$ cat config.mk
export PLATFORM = sky130hd
export DESIGN_NAME = drc_ladder_ctrl
export DESIGN_NICKNAME = d
export VERILOG_FILES = /design/src/hdl/drc_pkg.sv /design/src/hdl/drc_tap_decode.sv /design/src/hdl/drc_ladder_ctrl.sv
export SDC_FILE = /design/constraint.sdc
export NUM_CORES = 1
export LEC_CHECK = 0
export BUFFER_PORTS_ARGS = -buffer_cell sky130_fd_sc_hd__buf_4
export CAP_MARGIN = 20
export CORE_MARGIN = 3
export CORE_UTILIZATION = 40
export DETAILED_ROUTE_END_ITERATION = 12
export GPL_ROUTABILITY_DRIVEN = 0
export GPL_TIMING_DRIVEN = 1
export HOLD_SLACK_MARGIN = 0.03
export PLACE_DENSITY = 0.86
export SETUP_SLACK_MARGIN = 0.15
export SLEW_MARGIN = 0
export SYNTH_ARGS = -nofsm -noshare
export SYNTH_HDL_FRONTEND = slang
export SYNTH_SLANG_ARGS = --single-unit
$ cat constraint.sdc
create_clock -name pclk -period 4 [get_ports pclk]
set_clock_uncertainty 0.1 [all_clocks]
set_input_delay 0.6 -clock pclk [delete_from_list [all_inputs] [get_ports pclk]]
set_output_delay 0.6 -clock pclk [all_outputs]
set_load 0.01 [all_outputs]
$ cat src/hdl/drc_pkg.sv
package drc_pkg;

  // Register byte offsets on the APB bus
  localparam logic [7:0] DRC_CTRL_OFFS  = 8'h00;
  localparam logic [7:0] DRC_LEVEL_OFFS = 8'h04;
  localparam logic [7:0] DRC_STAT_OFFS  = 8'h08;

  // Control register field positions
  localparam int DRC_EN_BIT  = 7;
  localparam int DRC_LPS_BIT = 6;
  localparam int DRC_OE_BIT  = 5;
  localparam int DRC_PSS_LSB = 2;
  localparam int DRC_NSS_BIT = 0;

  // Writable bit masks, everything else reads zero
  localparam logic [7:0] DRC_CTRL_MASK  = 8'hed;
  localparam logic [7:0] DRC_LEVEL_MASK = 8'h1f;

  // Reset values
  localparam logic [7:0] DRC_CTRL_RST  = 8'h00;
  localparam logic [7:0] DRC_LEVEL_RST = 8'h00;

  // Level code width and number of taps
  localparam int DRC_CODE_W = 5;
  localparam int DRC_LEVELS = 32;
  localparam logic [4:0] DRC_CODE_MAX = 5'h1f;
  localparam logic [4:0] DRC_CODE_MIN = 5'h00;

  // Positive source encodings
  typedef enum logic [1:0] {
    DRC_POS_SUPPLY = 2'b00,
    DRC_POS_PIN    = 2'b01,
    DRC_POS_FIXED  = 2'b10,
    DRC_POS_RSVD   = 2'b11
  } drc_pos_t;

  // Ladder mode
  typedef enum logic [1:0] {
    DRC_MODE_OFF   = 2'b00,
    DRC_MODE_LADDER = 2'b01,
    DRC_MODE_CLAMP_POS = 2'b10,
    DRC_MODE_CLAMP_NEG = 2'b11
  } drc_mode_t;

  // Analog switch controls toward the ladder macro
  typedef struct packed {
    logic        ladder_power;
    logic [31:0] tap_onehot;
    logic        pos_supply;
    logic        pos_pin;
    logic        pos_fixed;
    logic        neg_pin;
    logic        neg_ground;
    logic        pos_connect;
    logic        neg_connect;
    logic        short_pos;
    logic        short_neg;
  } drc_analog_t;

endpackage : drc_pkg

$ cat src/hdl/drc_tap_decode.sv
module drc_tap_decode
  import drc_pkg::*;
#(
  parameter int LEVELS = DRC_LEVELS
) (
  // Tap selection
  input  wire logic [DRC_CODE_W-1:0] code,
  input  wire logic                  enable,
  // One-hot tap switches
  output logic      [LEVELS-1:0]     tap
);

  // One switch per ladder tap; all open while off to save current
  genvar i;
  generate
    for (i = 0; i < LEVELS; i++) begin : g_tap
      assign tap[i] = enable && (code == DRC_CODE_W'(i));
    end
  endgenerate

endmodule : drc_tap_decode

$ cat src/hdl/drc_ladder_ctrl.sv
// Contract
// - The ladder is powered and operated only while the ladder enable bit is set.
// - There are 32 levels chosen by a 5-bit level code in the level select register.
// - While enabled the tap picks negative source plus difference times code over 32.
// - Disabled, low-power side set and code 11111 shorts the output to the positive source.
// - Disabled, low-power side clear and code 00000 shorts the output to the negative source.
// - Positive source is supply, reference pin or fixed reference; negative is ground or pin.
// - Positive select 00 supply, 01 pin, 10 fixed buffer, 11 reserved; negative 1 pin, 0 ground.
// - The reference goes to the output pin when the pin output enable bit is 1.
// - While routed, the pin's digital driver and input detector are disabled.
// - While routed, a read of the pin returns 0.
// - Low-power side set disconnects the negative source, clear disconnects the positive.
// - Reset disables the ladder, removes the pin output and clears the level code.
// - Wake from sleep leaves the control register unchanged.
module drc_ladder_ctrl
  import drc_pkg::*;
(
  // Clock and reset
  input  wire logic              pclk,
  input  wire logic              presetn,
  // APB slave
  input  wire logic              psel,
  input  wire logic              penable,
  input  wire logic              pwrite,
  input  wire logic [7:0]        paddr,
  input  wire logic [31:0]       pwdata,
  input  wire logic [3:0]        pstrb,
  output logic      [31:0]       prdata,
  output logic                   pready,
  output logic                   pslverr,
  // Sleep wake event from the core
  input  wire logic              wake_event,
  // Shared pin: port logic side
  input  wire logic              pin_in,
  input  wire logic              port_out,
  input  wire logic              port_oe,
  output logic                   pin_out,
  output logic                   pin_oe,
  output logic                   pin_in_enable,
  output logic                   port_read,
  // Analog ladder controls
  output drc_analog_t            analog,
  output logic                   reference_output_pin
);

  logic [7:0] ctrl_q;
  logic [7:0] level_q;
  logic       pin_s1_q;
  logic       pin_s2_q;
  logic [31:0] rdata_q;
  logic [31:0] taps;
  drc_mode_t  mode;
  drc_pos_t   pos_sel;
  logic       ladder_enable;
  logic       low_power_side_select;
  logic       pin_output_enable;
  logic       negative_source_select;
  logic [4:0] level_code;
  logic       wr_access;
  logic       rd_access;

  // Single-cycle access phase, no wait states
  assign pready    = 1'b1;
  assign wr_access = psel && penable && pwrite;
  assign rd_access = psel && !penable && !pwrite;

  // Address check shared by reads and writes
  function automatic logic known_addr(input logic [7:0] a);
    return (a == DRC_CTRL_OFFS) || (a == DRC_LEVEL_OFFS) || (a == DRC_STAT_OFFS);
  endfunction : known_addr

  assign pslverr = psel && penable && !known_addr(paddr);

  // Control register; wake_event deliberately has no effect on it
  always_ff @(posedge pclk or negedge presetn) begin
    if (!presetn) begin
      ctrl_q <= DRC_CTRL_RST;
    end else if (wr_access && paddr == DRC_CTRL_OFFS && pstrb[0]) begin
      ctrl_q <= pwdata[7:0] & DRC_CTRL_MASK;
    end
  end

  // Level code register
  always_ff @(posedge pclk or negedge presetn) begin
    if (!presetn) begin
      level_q <= DRC_LEVEL_RST;
    end else if (wr_access && paddr == DRC_LEVEL_OFFS && pstrb[0]) begin
      level_q <= pwdata[7:0] & DRC_LEVEL_MASK;
    end
  end

  // Pin input synchroniser; stage one feeds stage two only
  always_ff @(posedge pclk or negedge presetn) begin
    if (!presetn) begin
      pin_s1_q <= 1'b0;
      pin_s2_q <= 1'b0;
    end else begin
      pin_s1_q <= pin_in;
      pin_s2_q <= pin_s1_q;
    end
  end

  // Field views
  assign ladder_enable          = ctrl_q[DRC_EN_BIT];
  assign low_power_side_select  = ctrl_q[DRC_LPS_BIT];
  assign pin_output_enable      = ctrl_q[DRC_OE_BIT];
  assign negative_source_select = ctrl_q[DRC_NSS_BIT];
  assign pos_sel                = drc_pos_t'(ctrl_q[DRC_PSS_LSB+:2]);
  assign level_code             = level_q[DRC_CODE_W-1:0];

  // Mode: clamps need both the low-power side and the matching end code
  always_comb begin
    if (ladder_enable) begin
      mode = DRC_MODE_LADDER;
    end else if (low_power_side_select && level_code == DRC_CODE_MAX) begin
      mode = DRC_MODE_CLAMP_POS;
    end else if (!low_power_side_select && level_code == DRC_CODE_MIN) begin
      mode = DRC_MODE_CLAMP_NEG;
    end else begin
      mode = DRC_MODE_OFF;
    end
  end

  // Tap switches: tap k gives neg + (pos - neg) * k / 32
  drc_tap_decode #(
    .LEVELS (DRC_LEVELS)
  ) u_taps (
    .code   (level_code),
    .enable (mode == DRC_MODE_LADDER),
    .tap    (taps)
  );

  // Source selection and connection switches
  always_comb begin
    analog              = '0;
    analog.ladder_power = (mode == DRC_MODE_LADDER);
    analog.tap_onehot   = taps;
    // Reserved positive code leaves every positive switch open
    unique case (pos_sel)
      DRC_POS_SUPPLY: begin
        analog.pos_supply = 1'b1;
      end
      DRC_POS_PIN: begin
        analog.pos_pin = 1'b1;
      end
      DRC_POS_FIXED: begin
        analog.pos_fixed = 1'b1;
      end
      DRC_POS_RSVD: begin
        analog.pos_supply = 1'b0;
      end
    endcase
    analog.neg_pin    = negative_source_select;
    analog.neg_ground = !negative_source_select;
    if (ladder_enable) begin
      analog.pos_connect = 1'b1;
      analog.neg_connect = 1'b1;
    end else begin
      // Low power: cut one end so no current flows through the ladder
      analog.pos_connect = low_power_side_select;
      analog.neg_connect = !low_power_side_select;
    end
    analog.short_pos = (mode == DRC_MODE_CLAMP_POS);
    analog.short_neg = (mode == DRC_MODE_CLAMP_NEG);
  end

  // Pin override: analog path wins over the digital port
  assign reference_output_pin = pin_output_enable;
  assign pin_oe        = port_oe && !pin_output_enable;
  assign pin_out       = pin_output_enable ? 1'b0 : port_out;
  assign pin_in_enable = !pin_output_enable;
  assign port_read     = pin_s2_q && !pin_output_enable;

  // Read data registered at setup, held through the access phase
  always_ff @(posedge pclk or negedge presetn) begin
    if (!presetn) begin
      rdata_q <= 32'h0000_0000;
    end else if (rd_access) begin
      unique case (paddr)
        DRC_CTRL_OFFS:  rdata_q <= {24'h00_0000, ctrl_q};
        DRC_LEVEL_OFFS: rdata_q <= {24'h00_0000, level_q};
        DRC_STAT_OFFS:  rdata_q <= {28'h000_0000, mode, analog.ladder_power, port_read};
        default:        rdata_q <= 32'h0000_0000;
      endcase
    end
  end

  assign prdata = rdata_q;

  // Checks
  a_ladder_power_en: assert property (@(posedge pclk) disable iff (!presetn)
    analog.ladder_power == ladder_enable) else $error("ladder power mismatch");
  a_tap_onehot_sel: assert property (@(posedge pclk) disable iff (!presetn)
    ladder_enable |-> analog.tap_onehot == (32'h1 << level_code))
    else $error("wrong tap selected");
  a_level_write_seen: assert property (@(posedge pclk) disable iff (!presetn)
    (wr_access && paddr == DRC_LEVEL_OFFS && pstrb[0]) |=> level_q == ($past(pwdata[7:0]) & 8'h1f))
    else $error("level write lost");
  a_clamp_pos_short: assert property (@(posedge pclk) disable iff (!presetn)
    analog.short_pos == (!ladder_enable && low_power_side_select && level_code == 5'h1f))
    else $error("positive clamp wrong");
  a_clamp_neg_short: assert property (@(posedge pclk) disable iff (!presetn)
    analog.short_neg == (!ladder_enable && !low_power_side_select && level_code == 5'h00))
    else $error("negative clamp wrong");
  a_pos_src_decode: assert property (@(posedge pclk) disable iff (!presetn)
    (pos_sel == DRC_POS_FIXED) |-> (analog.pos_fixed && !analog.pos_pin && !analog.pos_supply))
    else $error("positive source decode");
  a_neg_src_decode: assert property (@(posedge pclk) disable iff (!presetn)
    analog.neg_pin != analog.neg_ground) else $error("negative source decode");
  a_pin_override: assert property (@(posedge pclk) disable iff (!presetn)
    reference_output_pin |-> (!pin_oe && !pin_in_enable && !port_read))
    else $error("pin not overridden");
  a_low_power_cut: assert property (@(posedge pclk) disable iff (!presetn)
    !ladder_enable |-> (analog.neg_connect == !low_power_side_select))
    else $error("low power side wrong");
  a_ctrl_reserved: assert property (@(posedge pclk) disable iff (!presetn)
    (ctrl_q & 8'h12) == 8'h00 && level_q[7:5] == 3'h0) else $error("reserved bit set");
  a_wake_no_effect: assert property (@(posedge pclk) disable iff (!presetn)
    (wake_event && !wr_access) |=> $stable(ctrl_q)) else $error("wake changed control");


  // Reset values, checked while reset is held
  a_reset_clears_regs: assert property (@(posedge pclk)
    !presetn
    |-> (ctrl_q == 8'h00 && level_q == 8'h00 && !reference_output_pin))
    else $error("reset left state");

  // Register writes land with only the implemented bits
  a_ctrl_write_lands: assert property (@(posedge pclk) disable iff (!presetn)
    (wr_access && paddr == DRC_CTRL_OFFS && pstrb[0])
    |=> ctrl_q == ($past(pwdata[7:0]) & 8'hed))
    else $error("control write lost");
  a_pin_route_write: assert property (@(posedge pclk) disable iff (!presetn)
    (wr_access && paddr == DRC_CTRL_OFFS && pstrb[0])
    |=> reference_output_pin == $past(pwdata[5]))
    else $error("pin route not taken");
  a_wake_level_stable: assert property (@(posedge pclk) disable iff (!presetn)
    (wake_event && !wr_access)
    |=> $stable(level_q))
    else $error("wake changed level");

  // Read data captured at the setup edge
  a_read_ctrl_data: assert property (@(posedge pclk) disable iff (!presetn)
    (rd_access && paddr == DRC_CTRL_OFFS)
    |=> prdata == {24'h00_0000, $past(ctrl_q)})
    else $error("control read wrong");
  a_read_level_data: assert property (@(posedge pclk) disable iff (!presetn)
    (rd_access && paddr == DRC_LEVEL_OFFS)
    |=> prdata == {24'h00_0000, $past(level_q)})
    else $error("level read wrong");
  a_read_stat_mode: assert property (@(posedge pclk) disable iff (!presetn)
    (rd_access && paddr == DRC_STAT_OFFS)
    |=> prdata[3:2] == $past(mode))
    else $error("status read wrong");
  a_known_no_error: assert property (@(posedge pclk) disable iff (!presetn)
    (psel && penable && known_addr(paddr))
    |-> !pslverr && pready)
    else $error("error on mapped register");

  // Ladder ends and taps
  a_ladder_both_ends: assert property (@(posedge pclk) disable iff (!presetn)
    ladder_enable
    |-> (analog.pos_connect && analog.neg_connect))
    else $error("ladder end open");
  a_taps_off_disabled: assert property (@(posedge pclk) disable iff (!presetn)
    !ladder_enable
    |-> analog.tap_onehot == 32'h0000_0000)
    else $error("tap closed while off");
  a_clamp_exclusive: assert property (@(posedge pclk) disable iff (!presetn)
    !(analog.short_pos && analog.short_neg)
    ) else $error("both clamps closed");
  a_low_power_pos_cut: assert property (@(posedge pclk) disable iff (!presetn)
    !ladder_enable
    |-> (analog.pos_connect == low_power_side_select))
    else $error("positive side wrong");

  // Source decode, one switch per code, none for the reserved code
  a_pos_supply_decode: assert property (@(posedge pclk) disable iff (!presetn)
    (pos_sel == DRC_POS_SUPPLY)
    |-> (analog.pos_supply && !analog.pos_pin && !analog.pos_fixed))
    else $error("supply decode");
  a_pos_pin_decode: assert property (@(posedge pclk) disable iff (!presetn)
    (pos_sel == DRC_POS_PIN)
    |-> (analog.pos_pin && !analog.pos_supply && !analog.pos_fixed))
    else $error("pin source decode");
  a_pos_rsvd_open: assert property (@(posedge pclk) disable iff (!presetn)
    (pos_sel == DRC_POS_RSVD)
    |-> !(analog.pos_pin || analog.pos_supply || analog.pos_fixed))
    else $error("reserved source closed");
  a_neg_ground_decode: assert property (@(posedge pclk) disable iff (!presetn)
    !negative_source_select
    |-> (analog.neg_ground && !analog.neg_pin))
    else $error("ground decode");

  // Pin ownership
  a_pin_drive_free: assert property (@(posedge pclk) disable iff (!presetn)
    !reference_output_pin
    |-> (pin_oe == port_oe && pin_out == port_out && pin_in_enable))
    else $error("port lost the pin");
  a_pin_out_quiet: assert property (@(posedge pclk) disable iff (!presetn)
    reference_output_pin
    |-> !pin_out)
    else $error("digital drive while routed");
  a_port_read_zero: assert property (@(posedge pclk) disable iff (!presetn)
    pin_output_enable
    |-> !port_read)
    else $error("routed pin reads one");
  a_pin_sync_delay: assert property (@(posedge pclk) disable iff (!presetn)
    1'b1
    |-> pin_s2_q == $past(pin_s1_q))
    else $error("sync stage skipped");

  c_ladder_on:  cover property (@(posedge pclk) disable iff (!presetn) analog.ladder_power);
  c_clamp_pos:  cover property (@(posedge pclk) disable iff (!presetn) analog.short_pos);
  c_clamp_neg:  cover property (@(posedge pclk) disable iff (!presetn) analog.short_neg);
  c_pin_routed: cover property (@(posedge pclk) disable iff (!presetn) reference_output_pin);
  c_pos_fixed:  cover property (@(posedge pclk) disable iff (!presetn) analog.pos_fixed);

endmodule : drc_ladder_ctrl

==> key figures <==
Floorplanning
  – Ports: 134
  – Initial Utilization: 0.435
  – Row Count: 21
  – Die Wd: 67.6 um
  – Die span in y: 67.6 um
  – Core Area: 3490 sq um
  – Die area: 4570 sq um

Run
  – Max-cap violations: 0

Drt
  – Vias per cell: 4.69
  – Initial DRC count: 62
  – Vias: 1385
  – DRC errors left: 0
  – DR pass1 iterations: 7
  – Routed wire length per instance: 13.0 um
  – Antenna viol nets, final: 0
  – Routed WL: 3840 um

Global route
  – First-pass GRT wire length: 5730 um
  – Largest net degree at the start of global routing: 22
  – Vias in the first global route: 1192
  – Gr usage total: 0.161
  – Initial antenna violation count: 0
  – GR Overflow Total: 0

Worst setup path
  – Worst path most repeated cell: buf_4
  – CP arrival: 1.96 ns
  – R2R depth: 4
  – Top delay family on crit path: simple AND/OR/NAND/NOR gates
  – Worst reg2reg startpoint: level_q[3]
  – Req. time, crit path: 3.30 ns
  – Reg2reg setup slack: 1.99 ns
  – Worst Path Buf+Inv: 2
  – Max incr delay on CP: 0.53 ns
  – Critical Path Sink Type: output pin
  – CP Cell Sequence: buf_4 > or4_4 > a2111oi_0 > nor2_1 > buf_4
  – FF-to-FF End: prdata[3]
  – Slowest CP cell: or4_4
  – Crit Path Class: primary input to output pin
  – CP Launch Type: primary input
  – Max FO, Critical Path: 3

Timing
  – Final Slew Violations: 0
  – Final Hold Violating Endpoints: 0
  – Post-route setup slack: 1.34 ns
  – TNS Setup: 0 ns
  – Period utilization: 0.666
  – Period minus WS final: 2.66 ns
  – Unrepaired setup endpoints after global routing: no
  – Final-report setup violation count: 0
  – Max Clk Rate: 376 MHz
  – Worst Tran Pin Value: 0.573 ns
  – Max-Slew Margin vs Limit: 0.608

Power
  – P per Cell Area: 206 nW/um^2
  – Leak: 1.07 nW
  – Peak VDD IR: 0.202 mV
  – Tot Pwr: 0.420 mW

Placement
  – Hpwl dp: 3050 um
  – Dpl ws: 1.12 ns
  – Number of port buffers: 80

Clock tree
  – Clk root buf: clkbuf_8
  – H-tree depth: 1
  – # resized after CTS: 0
  – TritonCTS Sinks: 21
  – Post-CTS setup buffers: 0
  – Clock slew seen by the registers of the worst setup and hold paths: 0.07 ns
  – Clk_lat worst skew: 0.26 ns
  – Clk buf depth: 2
  – Num CTS Buffers: 3
  – # hold bufs at CTS: 0
  – CTS tree: done

Finish
  – Synth-to-Final Area Change: 34.4%
  – # diodes: 0
  – Util after Layout: 0.584
  – Layout cell share with drive strength beyond 1: 0.398
  – Multi-input logic area: 806 sq um
  – Sequential cell area: 526 sq um
  – Most frequent cells in the layout: buf_4 (80), nor2_1 (36), conb_1 (25), dfrtp_1 (21), nand2_1 (17)
  – Most common cell after layout, fill and taps aside: buf_4
  – Fillers: 314
  – Final Net Count: 303

Yosys
  – Primary FF master, synth: dfrtp_1
  – Sequential share of the synthesized area: 0.346
  – Synthesized cell area: 1520 sq um
  – Post-synthesis cell count: 182
  – Number of synthesized flops with an enable pin: 0
  – Syn_area_per_cell: 8.35 sq um
  – Seq cells post-synth: 21
  – Syn. warnings: 0
  – Post-synth cell types: 31
  – Post-synthesis async set-or-reset flop share: 1.00

Run status
  – Status: finished, final reports clean

Min path
  – Hold Crit Class: primary input to asynchronous set/reset pin
## per-layer routing
metal / GRT usage / vias to the layer above / wire length (um)
met1: 0.210 / 641 / 1550
li1: - / 682 / -
met3: 0.0333 / 4 / 257
met4: 0.0203 / 0 / 23
met2: 0.279 / 58 / 2010
met5: 0 / - / 0
## per-stage QoR
step,cells,hold slack (ns),area [sq um]
floorplan,205,0.204,1610
global placement,291,0.232,2000
detailed placement,291,0.235,2000
CTS,295,0.120,2040
global route,295,0.126,2040
finish,295,0.111,2040
## synth_stat cells (2+ instances only)
cell      number  share of area
nor2_1        36          0.089
buf_4         27           0.13
dfrtp_1       21           0.35
nand2_1       17          0.042
clkbuf_1      11          0.027
nor2b_1       11          0.045
nand3_1        8          0.026
mux2_2         6          0.044
mux2_4         5          0.049
mux2i_1        3          0.020
nand2b_1       3          0.012
nor3_1         3         0.0099
nor4_1         3          0.012
o31ai_1        3          0.015
a221oi_1       2          0.012
buf_6          2          0.015
conb_1         2         0.0049
inv_1          2         0.0049
nand4_1        2         0.0082
o21ai_0        2         0.0066
or2_2          2         0.0082
or4_1          2         0.0099
## kinds of logic after synthesis
| kind of cell | share of synthesized area |
|---|---|
| DFF | 0.346 |
| buffers and inverters | 0.180 |
| AOI/OAI and AO/OA | 0.0527 |
| other | 0.00494 |
| muxes | 0.114 |
| and+or+nand+nor | 0.302 |
## area by class of cell
type                    count  share of cell area
flip-flops and latches     21               0.257
clock buffers               4              0.0221
repair buffers             80               0.294
well taps                  46              0.0282
multi-input cells         142               0.395
inverters                   2             0.00368
## registers in the layout (all words and copies together) (netlist names)
register and count:
pin_s1_q 1, ctrl_q 6, prdata 8, pin_s2_q 1, level_q 5
## where the power goes
part           internal, mW  leakage (nW)  switching (mW)
registers             0.216         0.287         0.00330
clock network        0.0709        0.0228          0.0659
logic                0.0291         0.758          0.0353
total                 0.316          1.07           0.104
## worst max-delay path by stage
| stage | cells after the start | end | slack, ns | start |
|---|---|---|---|---|
| 4_1_cts | 5 | pslverr | 1.33 | paddr[5] |
| 5_1_grt | 5 | pslverr | 1.20 | paddr[5] |
| 6_report | 5 | pslverr | 1.34 | paddr[5] |
| 3_5_place_dp | 5 | level_q[0] | 1.12 | paddr[5] |
| 3_3_place_gp | 5 | level_q[1] | 1.13 | paddr[5] |
| 2_1_floorplan | 6 | level_q[0] | 1.26 | paddr[5] |
Note: power is estimated with default switching activity, not from simulation.
